$ cat src/rtc_pkg.sv
// Purpose: Shared constants for the seconds clock with trim and alarm.
// Assumes: One 40 MHz core clock; the crystal arrives as a sampled level.
// Notes: Register indices, field positions, reset values and timings.
package rtc_pkg;

  // ----------------------------------------------------------------
  // Clock rates and timing
  // ----------------------------------------------------------------
  localparam int unsigned CLK_HZ = 40_000_000;
  localparam int unsigned XTAL_HZ = 32_768;
  localparam int unsigned TICK_HZ = 1;
  localparam int unsigned LV_TIME_MS = 200;
  localparam int unsigned LV_CYCLES_DEF = CLK_HZ / 1000 * LV_TIME_MS;
  localparam int unsigned PRESCALE_W = 15;
  localparam logic [PRESCALE_W-1:0] PRESCALE_MAX =
    PRESCALE_W'(XTAL_HZ / TICK_HZ - 1);

  // ----------------------------------------------------------------
  // Posted write targets
  // ----------------------------------------------------------------
  localparam int unsigned SLOT_N = 6;
  localparam logic [2:0] IDX_CTRL = 3'h0;
  localparam logic [2:0] IDX_CNT_LO = 3'h1;
  localparam logic [2:0] IDX_CNT_HI = 3'h2;
  localparam logic [2:0] IDX_ALM_LO = 3'h3;
  localparam logic [2:0] IDX_ALM_HI = 3'h4;
  localparam logic [2:0] IDX_TRIM = 3'h5;
  localparam logic [2:0] IDX_GATEWAY = 3'h6;
  localparam logic [15:0] CANCEL_KEY = 16'hA2C5;

  // ----------------------------------------------------------------
  // Control fields
  // ----------------------------------------------------------------
  localparam int unsigned CTRL_CNT_EN = 0;
  localparam int unsigned CTRL_ALM_EN = 1;
  localparam int unsigned CTRL_MIN_EN = 2;
  localparam int unsigned CTRL_ROUTE_EN = 3;
  localparam int unsigned CTRL_OFS_LSB = 4;
  localparam int unsigned CTRL_OFS_MSB = 9;
  localparam logic [15:0] CTRL_RESET = 16'h0000;

  // ----------------------------------------------------------------
  // Trim fields and resets of the time registers
  // ----------------------------------------------------------------
  localparam int unsigned TRIM_MAG_MSB = 2;
  localparam int unsigned TRIM_NEG = 3;
  localparam int unsigned TRIM_SEL_LSB = 4;
  localparam int unsigned TRIM_SEL_MSB = 5;
  localparam int unsigned TRIM_BASE_EXP = 14;
  localparam int unsigned TRIM_CNT_W = 18;
  localparam logic [15:0] TRIM_RESET = 16'h0000;
  localparam logic [31:0] COUNT_RESET = 32'h0000_0000;
  localparam logic [31:0] ALARM_RESET = 32'hFFFF_FFFF;
  localparam logic [5:0] MIN_LAST = 6'h3B;

endpackage

$ cat src/seconds_rtc.sv
// Purpose: Seconds counter clock with prescaler, trim, alarm and fail flag.
// Assumes: Crystal level and write strobes are synchronous to ref_clk.
// Notes: The slow domain steps once on each rising crystal edge.
`timescale 1ns/10ps

module seconds_rtc
  import rtc_pkg::*;
#(
  parameter int unsigned LV_CYCLES = LV_CYCLES_DEF
) (
  input wire logic ref_clk,
  input wire logic rstn,
  input wire logic lv_trip,
  input wire logic xtal_in,
  input wire logic wr_stb,
  input wire logic [2:0] wr_idx,
  input wire logic [15:0] wr_data,
  input wire logic clr_alarm,
  input wire logic clr_fail,
  input wire logic clr_minute,
  input wire logic clr_slot_free,
  output logic [31:0] count_out,
  output logic [31:0] alarm_out,
  output logic [15:0] ctrl_out,
  output logic [15:0] trim_out,
  output logic [SLOT_N-1:0] pending_out,
  output logic slot_free_flag,
  output logic alarm_flag,
  output logic fail_flag,
  output logic minute_flag,
  output logic alarm_irq,
  output logic fail_irq,
  output logic minute_irq,
  output logic wake,
  output logic xtal_gpio
);

  // ----------------------------------------------------------------
  // Elaboration checks
  // ----------------------------------------------------------------
  localparam int unsigned LV_W = 24;
  if (LV_CYCLES < 1 || LV_CYCLES >= (1 << LV_W)) begin : g_lv_check
    $error("LV_CYCLES out of range");
  end

  // ----------------------------------------------------------------
  // Reset release and supply dip filter
  // ----------------------------------------------------------------
  logic rst_q1_r;
  logic rst_q2_r;
  logic [LV_W-1:0] lv_cnt_r;
  logic lv_rst_r;

  // Releases the asynchronous reset through two flip-flops.
  always_ff @(posedge ref_clk or negedge rstn) begin
    if (!rstn) begin
      rst_q1_r <= 1'b0;
      rst_q2_r <= 1'b0;
    end else begin
      rst_q1_r <= 1'b1;
      rst_q2_r <= rst_q1_r;
    end
  end

  // Times the low supply; a dip held long enough pulses a block reset.
  always_ff @(posedge ref_clk or negedge rst_q2_r) begin
    if (!rst_q2_r) begin
      lv_cnt_r <= '0;
      lv_rst_r <= 1'b0;
    end else begin
      lv_rst_r <= 1'b0;
      if (!lv_trip) begin
        lv_cnt_r <= '0;
      end else if (lv_cnt_r == LV_W'(LV_CYCLES - 1)) begin
        lv_rst_r <= 1'b1;
        lv_cnt_r <= lv_cnt_r + LV_W'(1);
      end else if (lv_cnt_r < LV_W'(LV_CYCLES)) begin
        lv_cnt_r <= lv_cnt_r + LV_W'(1);
      end
    end
  end

  // ----------------------------------------------------------------
  // Crystal sampling and pin routing
  // ----------------------------------------------------------------
  logic xtal_r;
  logic xtal_d_r;
  logic xtal_gpio_r;
  logic xtal_step;
  logic [15:0] ctrl_r;

  assign xtal_step = xtal_r & ~xtal_d_r;

  // Samples the crystal and drives the measurement pin when routed.
  always_ff @(posedge ref_clk or negedge rst_q2_r) begin
    if (!rst_q2_r) begin
      xtal_r <= 1'b0;
      xtal_d_r <= 1'b0;
      xtal_gpio_r <= 1'b0;
    end else begin
      xtal_r <= xtal_in;
      xtal_d_r <= xtal_r;
      xtal_gpio_r <= ctrl_r[CTRL_ROUTE_EN] & xtal_r;
    end
  end

  // ----------------------------------------------------------------
  // Posted write slots
  // ----------------------------------------------------------------
  logic [SLOT_N-1:0] pending_r;
  logic [15:0] slot_data_r [SLOT_N];
  logic [SLOT_N-1:0] disp;
  logic cancel;
  logic slot_free_r;

  assign disp = xtal_step ? pending_r : '0;
  assign cancel = wr_stb && wr_idx == IDX_GATEWAY && wr_data == CANCEL_KEY;

  // Takes a write into its slot only while that slot is empty.
  always_ff @(posedge ref_clk or negedge rst_q2_r) begin
    if (!rst_q2_r) begin
      pending_r <= '0;
      for (int i = 0; i < SLOT_N; i++) begin
        slot_data_r[i] <= 16'h0000;
      end
    end else if (lv_rst_r || cancel) begin
      pending_r <= '0;
    end else begin
      pending_r <= pending_r & ~disp;
      if (wr_stb && wr_idx < 3'(SLOT_N) && !pending_r[wr_idx]) begin
        pending_r[wr_idx] <= 1'b1;
        slot_data_r[wr_idx] <= wr_data;
      end
    end
  end

  // Sticky event when a slot frees; a new event beats a clear.
  always_ff @(posedge ref_clk or negedge rst_q2_r) begin
    if (!rst_q2_r) begin
      slot_free_r <= 1'b0;
    end else if (lv_rst_r) begin
      slot_free_r <= 1'b0;
    end else if (|disp) begin
      slot_free_r <= 1'b1;
    end else if (clr_slot_free) begin
      slot_free_r <= 1'b0;
    end
  end

  // ----------------------------------------------------------------
  // Control, alarm and trim registers
  // ----------------------------------------------------------------
  logic [31:0] alarm_r;
  logic [15:0] trim_r;
  logic reenable;

  assign reenable = disp[IDX_CTRL] && slot_data_r[IDX_CTRL][CTRL_CNT_EN]
    && !ctrl_r[CTRL_CNT_EN];

  // Applies dispatched control, alarm and trim values.
  always_ff @(posedge ref_clk or negedge rst_q2_r) begin
    if (!rst_q2_r) begin
      ctrl_r <= CTRL_RESET;
      alarm_r <= ALARM_RESET;
      trim_r <= TRIM_RESET;
    end else if (lv_rst_r) begin
      ctrl_r <= CTRL_RESET;
      alarm_r <= ALARM_RESET;
      trim_r <= TRIM_RESET;
    end else begin
      if (disp[IDX_CTRL]) begin
        ctrl_r <= slot_data_r[IDX_CTRL];
      end
      if (disp[IDX_ALM_LO]) begin
        alarm_r[15:0] <= slot_data_r[IDX_ALM_LO];
      end
      if (disp[IDX_ALM_HI]) begin
        alarm_r[31:16] <= slot_data_r[IDX_ALM_HI];
      end
      if (disp[IDX_TRIM]) begin
        trim_r <= slot_data_r[IDX_TRIM];
      end
    end
  end

  // ----------------------------------------------------------------
  // Prescaler
  // ----------------------------------------------------------------
  logic [PRESCALE_W-1:0] prescale_r;
  logic load;
  logic sec_tick;

  assign load = disp[IDX_CNT_LO] | disp[IDX_CNT_HI];
  assign sec_tick = xtal_step && ctrl_r[CTRL_CNT_EN] && !load
    && prescale_r == PRESCALE_MAX;

  // Divides the crystal steps down to one tick per second.
  always_ff @(posedge ref_clk or negedge rst_q2_r) begin
    if (!rst_q2_r) begin
      prescale_r <= '0;
    end else if (lv_rst_r || load || reenable) begin
      prescale_r <= '0;
    end else if (xtal_step && ctrl_r[CTRL_CNT_EN]) begin
      if (prescale_r == PRESCALE_MAX) begin
        prescale_r <= '0;
      end else begin
        prescale_r <= prescale_r + PRESCALE_W'(1);
      end
    end
  end

  // ----------------------------------------------------------------
  // Seconds count and trim
  // ----------------------------------------------------------------
  logic [31:0] count_r;
  logic [TRIM_CNT_W-1:0] trim_cnt_r;
  logic [TRIM_CNT_W-1:0] trim_last;
  logic trim_due;
  logic [4:0] step;
  logic [31:0] count_nxt;

  assign trim_last = TRIM_CNT_W'((1 << (TRIM_BASE_EXP
    + trim_r[TRIM_SEL_MSB:TRIM_SEL_LSB])) - 1);
  assign trim_due = trim_cnt_r == trim_last;

  // Chooses the normal step or the trimmed step for this second.
  always_comb begin
    step = 5'h01;
    if (trim_due) begin
      if (trim_r[TRIM_NEG]) begin
        step = 5'h01 - {2'h0, trim_r[TRIM_MAG_MSB:0]};
      end else begin
        step = 5'h01 + {2'h0, trim_r[TRIM_MAG_MSB:0]};
      end
    end
    count_nxt = count_r + {{27{step[4]}}, step};
  end

  // Loads the count in halves or advances it once per second.
  always_ff @(posedge ref_clk or negedge rst_q2_r) begin
    if (!rst_q2_r) begin
      count_r <= COUNT_RESET;
    end else if (lv_rst_r) begin
      count_r <= COUNT_RESET;
    end else if (load) begin
      if (disp[IDX_CNT_LO]) begin
        count_r[15:0] <= slot_data_r[IDX_CNT_LO];
      end
      if (disp[IDX_CNT_HI]) begin
        count_r[31:16] <= slot_data_r[IDX_CNT_HI];
      end
    end else if (sec_tick) begin
      count_r <= count_nxt;
    end
  end

  // Counts seconds toward the trim interval and restarts on expiry.
  always_ff @(posedge ref_clk or negedge rst_q2_r) begin
    if (!rst_q2_r) begin
      trim_cnt_r <= '0;
    end else if (lv_rst_r || disp[IDX_TRIM]) begin
      trim_cnt_r <= '0;
    end else if (sec_tick) begin
      if (trim_due) begin
        trim_cnt_r <= '0;
      end else begin
        trim_cnt_r <= trim_cnt_r + TRIM_CNT_W'(1);
      end
    end
  end

  // ----------------------------------------------------------------
  // Minute position
  // ----------------------------------------------------------------
  logic [5:0] sec_in_min_r;
  logic minute_hit;

  assign minute_hit = sec_tick && ctrl_r[CTRL_MIN_EN]
    && sec_in_min_r == ctrl_r[CTRL_OFS_MSB:CTRL_OFS_LSB];

  // Tracks the second within the minute; a load marks a boundary.
  always_ff @(posedge ref_clk or negedge rst_q2_r) begin
    if (!rst_q2_r) begin
      sec_in_min_r <= '0;
    end else if (lv_rst_r || load) begin
      sec_in_min_r <= '0;
    end else if (sec_tick) begin
      if (sec_in_min_r == MIN_LAST) begin
        sec_in_min_r <= '0;
      end else begin
        sec_in_min_r <= sec_in_min_r + 6'h01;
      end
    end
  end

  // ----------------------------------------------------------------
  // Sticky flags; a new event beats a clear in the same cycle
  // ----------------------------------------------------------------
  logic alarm_flag_r;
  logic fail_flag_r;
  logic minute_flag_r;

  // Alarm flag; only a counted second can match, never a load.
  always_ff @(posedge ref_clk or negedge rst_q2_r) begin
    if (!rst_q2_r) begin
      alarm_flag_r <= 1'b0;
    end else if (lv_rst_r) begin
      alarm_flag_r <= 1'b0;
    end else if (sec_tick && ctrl_r[CTRL_ALM_EN] && count_nxt == alarm_r) begin
      alarm_flag_r <= 1'b1;
    end else if (clr_alarm) begin
      alarm_flag_r <= 1'b0;
    end
  end

  // Fail flag comes up from power-on reset and on every long dip.
  always_ff @(posedge ref_clk or negedge rst_q2_r) begin
    if (!rst_q2_r) begin
      fail_flag_r <= 1'b1;
    end else if (lv_rst_r) begin
      fail_flag_r <= 1'b1;
    end else if (clr_fail) begin
      fail_flag_r <= 1'b0;
    end
  end

  // Minute flag for the display refresh.
  always_ff @(posedge ref_clk or negedge rst_q2_r) begin
    if (!rst_q2_r) begin
      minute_flag_r <= 1'b0;
    end else if (lv_rst_r) begin
      minute_flag_r <= 1'b0;
    end else if (minute_hit) begin
      minute_flag_r <= 1'b1;
    end else if (clr_minute) begin
      minute_flag_r <= 1'b0;
    end
  end

  // ----------------------------------------------------------------
  // Interrupt and wake outputs
  // ----------------------------------------------------------------
  logic alarm_irq_r;
  logic fail_irq_r;
  logic minute_irq_r;
  logic wake_r;

  // Registers the interrupt lines one cycle behind their flags.
  always_ff @(posedge ref_clk or negedge rst_q2_r) begin
    if (!rst_q2_r) begin
      alarm_irq_r <= 1'b0;
      fail_irq_r <= 1'b0;
      minute_irq_r <= 1'b0;
      wake_r <= 1'b0;
    end else begin
      alarm_irq_r <= alarm_flag_r;
      fail_irq_r <= fail_flag_r;
      minute_irq_r <= minute_flag_r;
      wake_r <= alarm_flag_r | fail_flag_r;
    end
  end

  // Status views are the registers themselves.
  assign count_out = count_r;
  assign alarm_out = alarm_r;
  assign ctrl_out = ctrl_r;
  assign trim_out = trim_r;
  assign pending_out = pending_r;
  assign slot_free_flag = slot_free_r;
  assign alarm_flag = alarm_flag_r;
  assign fail_flag = fail_flag_r;
  assign minute_flag = minute_flag_r;
  assign alarm_irq = alarm_irq_r;
  assign fail_irq = fail_irq_r;
  assign minute_irq = minute_irq_r;
  assign wake = wake_r;
  assign xtal_gpio = xtal_gpio_r;

endmodule

$ cat config.mk
export PLATFORM = sky130hd
export DESIGN_NAME = seconds_rtc
export DESIGN_NICKNAME = d
export VERILOG_FILES = /design/src/rtc_pkg.sv /design/src/seconds_rtc.sv
export SDC_FILE = /design/constraint.sdc
export NUM_CORES = 1
export LEC_CHECK = 0
export BUFFER_PORTS_ARGS = -buffer_cell sky130_fd_sc_hd__buf_2
export CORE_ASPECT_RATIO = 1.2
export CORE_UTILIZATION = 60
export CTS_BUF_LIST = sky130_fd_sc_hd__clkbuf_8 sky130_fd_sc_hd__clkbuf_16
export DETAILED_ROUTE_END_ITERATION = 8
export GPL_TIMING_DRIVEN = 1
export PLACE_DENSITY = 0.81
export REMOVE_ABC_BUFFERS = 1
export SLEW_MARGIN = 0
export SYNTH_ARGS = -nofsm -noshare
export SYNTH_HDL_FRONTEND = slang
export SYNTH_SLANG_ARGS = --single-unit
export TNS_END_PERCENT = 100
$ cat constraint.sdc
create_clock -name ref_clk -period 12.8 [get_ports ref_clk]
set_clock_uncertainty 0.1 [all_clocks]
set_input_delay 0.64 -clock ref_clk [delete_from_list [all_inputs] [get_ports ref_clk]]
set_output_delay 0.64 -clock ref_clk [all_outputs]
set_load 0.01 [all_outputs]
==> metrics.txt <==
top-count cell post-synth=dfrtp_1; CP Launch Type=register; Total GRT Usage=0.3545; top cell type's share of synthesized area=0.4184; post-CTS setup buffer count=0; setup TNS=0 ps; via/cell ratio=6.406; FP Rows=61; post-route cell area=16290 sq um; Placement Cell Area=15370 sq um; Routed WL=42960 um; GPL Wtd Cong=0.9557; critical path class=register to register; depth of the CTS H-tree=1; clock root cell=clkbuf_16; Fmax=174.6 MHz; Avg WL per Cell=22.23 um; EDFF count, synth=0; CP required=13170 ps; die area=24750 sq um; die height=172.1 um; Pleak=7.303 nW; Remaining Overflow, GRT=0; CP Buf/Inv Count=0; synthesized area per cell=9.655 sq um; Clock Sink Count=275; Initial Utilization=0.6177; final-report hold violation count=0; Reg clk slew, reported paths=60 ps; Setup violations, final=0; crit path DAT=6100 ps; Inserted Diodes=0; core footprint=23430 sq um; CTS Buf Count=28; share of layout cells above drive strength 1=0.2213; RSZ-0062 raised after global routing=false; crit-path leading delay family=simple AND/OR/NAND/NOR gates; worst setup path startpoint=trim_cnt_r[0]; Final Max Tran Viols=0; slew margin rel.=0.2062; slowest CP cell=nor3_1; Synth cell types=77; post-synthesis cell area=14470 sq um; Slew @ Worst Pin=1188 ps; initial antenna violation count=0; fraction of registers with async set/reset=1.000; pin count of the biggest net entering global routing=79; Port Buffers=138; CP Cell Sequence=ha_1 -> nand3_1 -> nor3_1 -> nand2b_1 -> nor2_1 -> a41o_1 -> ha_1 -> o21ai_0 -> o21ba_2 -> nor3_1 -> mux2i_1 -> and3_1 -> a2111o_1 -> nor4_1 -> nand4_1 -> or4_1 -> o21ai_1; Commonest cells post-synth=242 x dfrtp_1, 204 x nand2_1, 103 x a21oi_1; Seq/Total Area, Yosys=0.4783; Hold Crit Class=input pin to register; Finished Layout Cells=1933; vias in the first global route=11970; Final #Nets=1638; status=completed; detailed-route via count=12380; first-pass GRT wire length=66920 um; Setup crit end kind=register; Top FF cell, synth=dfrtp_1; hold_sp=xtal_in; drt drc=0; first-pass iteration count of the detailed router=6; Peak VDD IR=131.0 uV; fin crit period=5728 ps; Syn-to-layout area delta=12.54%; CTS tree=done; FF-to-FF Start=trim_cnt_r[0]; DRT iter0 DRCs=1057; synth top area cells=dfrtp_1 42%, mux2_2 7.6%, dfstp_2 6.0%; post-route ant nets=0; Final Cycle Share=0.4475; crit path max fanout=8; die width=143.8 um; synthesized instance count=1499; YS warnings=0; post-synth top area cell=dfrtp_1; io pins=139; clk buf depth=3; HPWL Detailed=30040 um; P per Cell Area=170.3 nW/um^2; worst stage delay on the critical path=770 ps; flops & latches, synth=275; dpl cells=1880; worst-skew pair later-pin latency=560 ps; maxcap violations=0
==> final timing paths <==
path                            depth (start not counted)  slack [ps]             end
worst max register to register                         17        7070      alarm_flag
worst max-delay path                                   17        7070      alarm_flag
worst min-delay path                                    1         100          xtal_r
max in group asynchronous                               3        9130  trim_cnt_r[11]
min in group asynchronous                               2         310        rst_q1_r
worst min register to register                          0         250        rst_q2_r
==> repair_timing <==
action / CTS / global route
resized for setup: 0 / 0
endpoints found under the hold margin: 2 / 0
hold buffers: 1 / 0
==> sequential cells by signal, summed over array words and instances (netlist names), 6 cells and up <==
name,count
prescale_r,15
count_out,32
ctrl_out,16
trim_cnt_r,18
sec_in_min_r,6
pending_out,6
alarm_out,32
trim_out,16
slot_data_r,96
lv_cnt_r,24
==> cell usage in the layout, fill, tap and decap left out, drive strengths merged, types with 5 or more instances in the layout <==
cell type  instances
a211oi             9
a21o               9
a21oi            104
a22oi              7
a311oi             5
a31oi              9
and2              27
and3              20
and4               5
buf              154
clkbuf            33
clkinv             8
dfrtp            242
dfstp             33
ha                13
inv               31
mux2              98
mux2i             30
nand2            204
nand2b             7
nand3             73
nand3b             6
nand4             38
nand4b             6
nor2              95
nor3              46
nor4              21
o21ai             66
o22ai             10
o31ai             13
or2                7
or3               20
or4                7
xnor2             64
xor2              36
==> kinds of logic (layout without fill, tap and decap cells) <==
kind of cell               after synthesis  after routing  share of synthesized area
and+or+nand+nor                        600            600                     0.2052
other                                    1              1                  0.0002591
xor gates and xnor gates               101            101                    0.06207
buffers and inverters                  111            230                    0.02957
muxes                                  128            128                    0.09812
adders and majority gates               14             14                    0.01262
DFF                                    275            275                     0.4783
AOI/OAI and AO/OA                      269            269                     0.1138
==> final cells by class <==
cell class,instances,area (sq um)
well taps,315,394.1
flip-flops and latches,275,6927
inverters,23,86.33
clock buffers,33,769.5
fillers,1807,7143
repair buffers,155,820.8
clock inverters,19,142.6
multi-input cells,1113,7148
==> stage by stage <==
step	setup slack, ps	utilization	hold WS [ps]	power, W
after floorplan	4526	-	231.2	0.001667
after global placement	7294	0.6558	238.0	0.001937
after detailed placement	7219	0.6558	234.7	0.001963
after CTS	7159	0.6951	81.37	0.002768
after global routing	6618	0.6951	90.49	0.002891
final	7072	0.6951	95.40	0.002775
==> report_power, final <==
group	total, W	internal [W]	switching [W]
combinational	0.000658	0.000307	0.000352
clock	0.000806	0.000451	0.000355
sequential	0.00131	0.00108	0.000229
==> routing by layer <==
layer	vias up	global-route usage	part of all wire
li1	5555	-	-
met1	6074	0.4887	0.41
met2	656	0.5745	0.47
met3	97	0.05594	0.089
met4	0	0.1152	0.031
met5	-	0	0
Note: power is estimated with default switching activity, not from simulation.
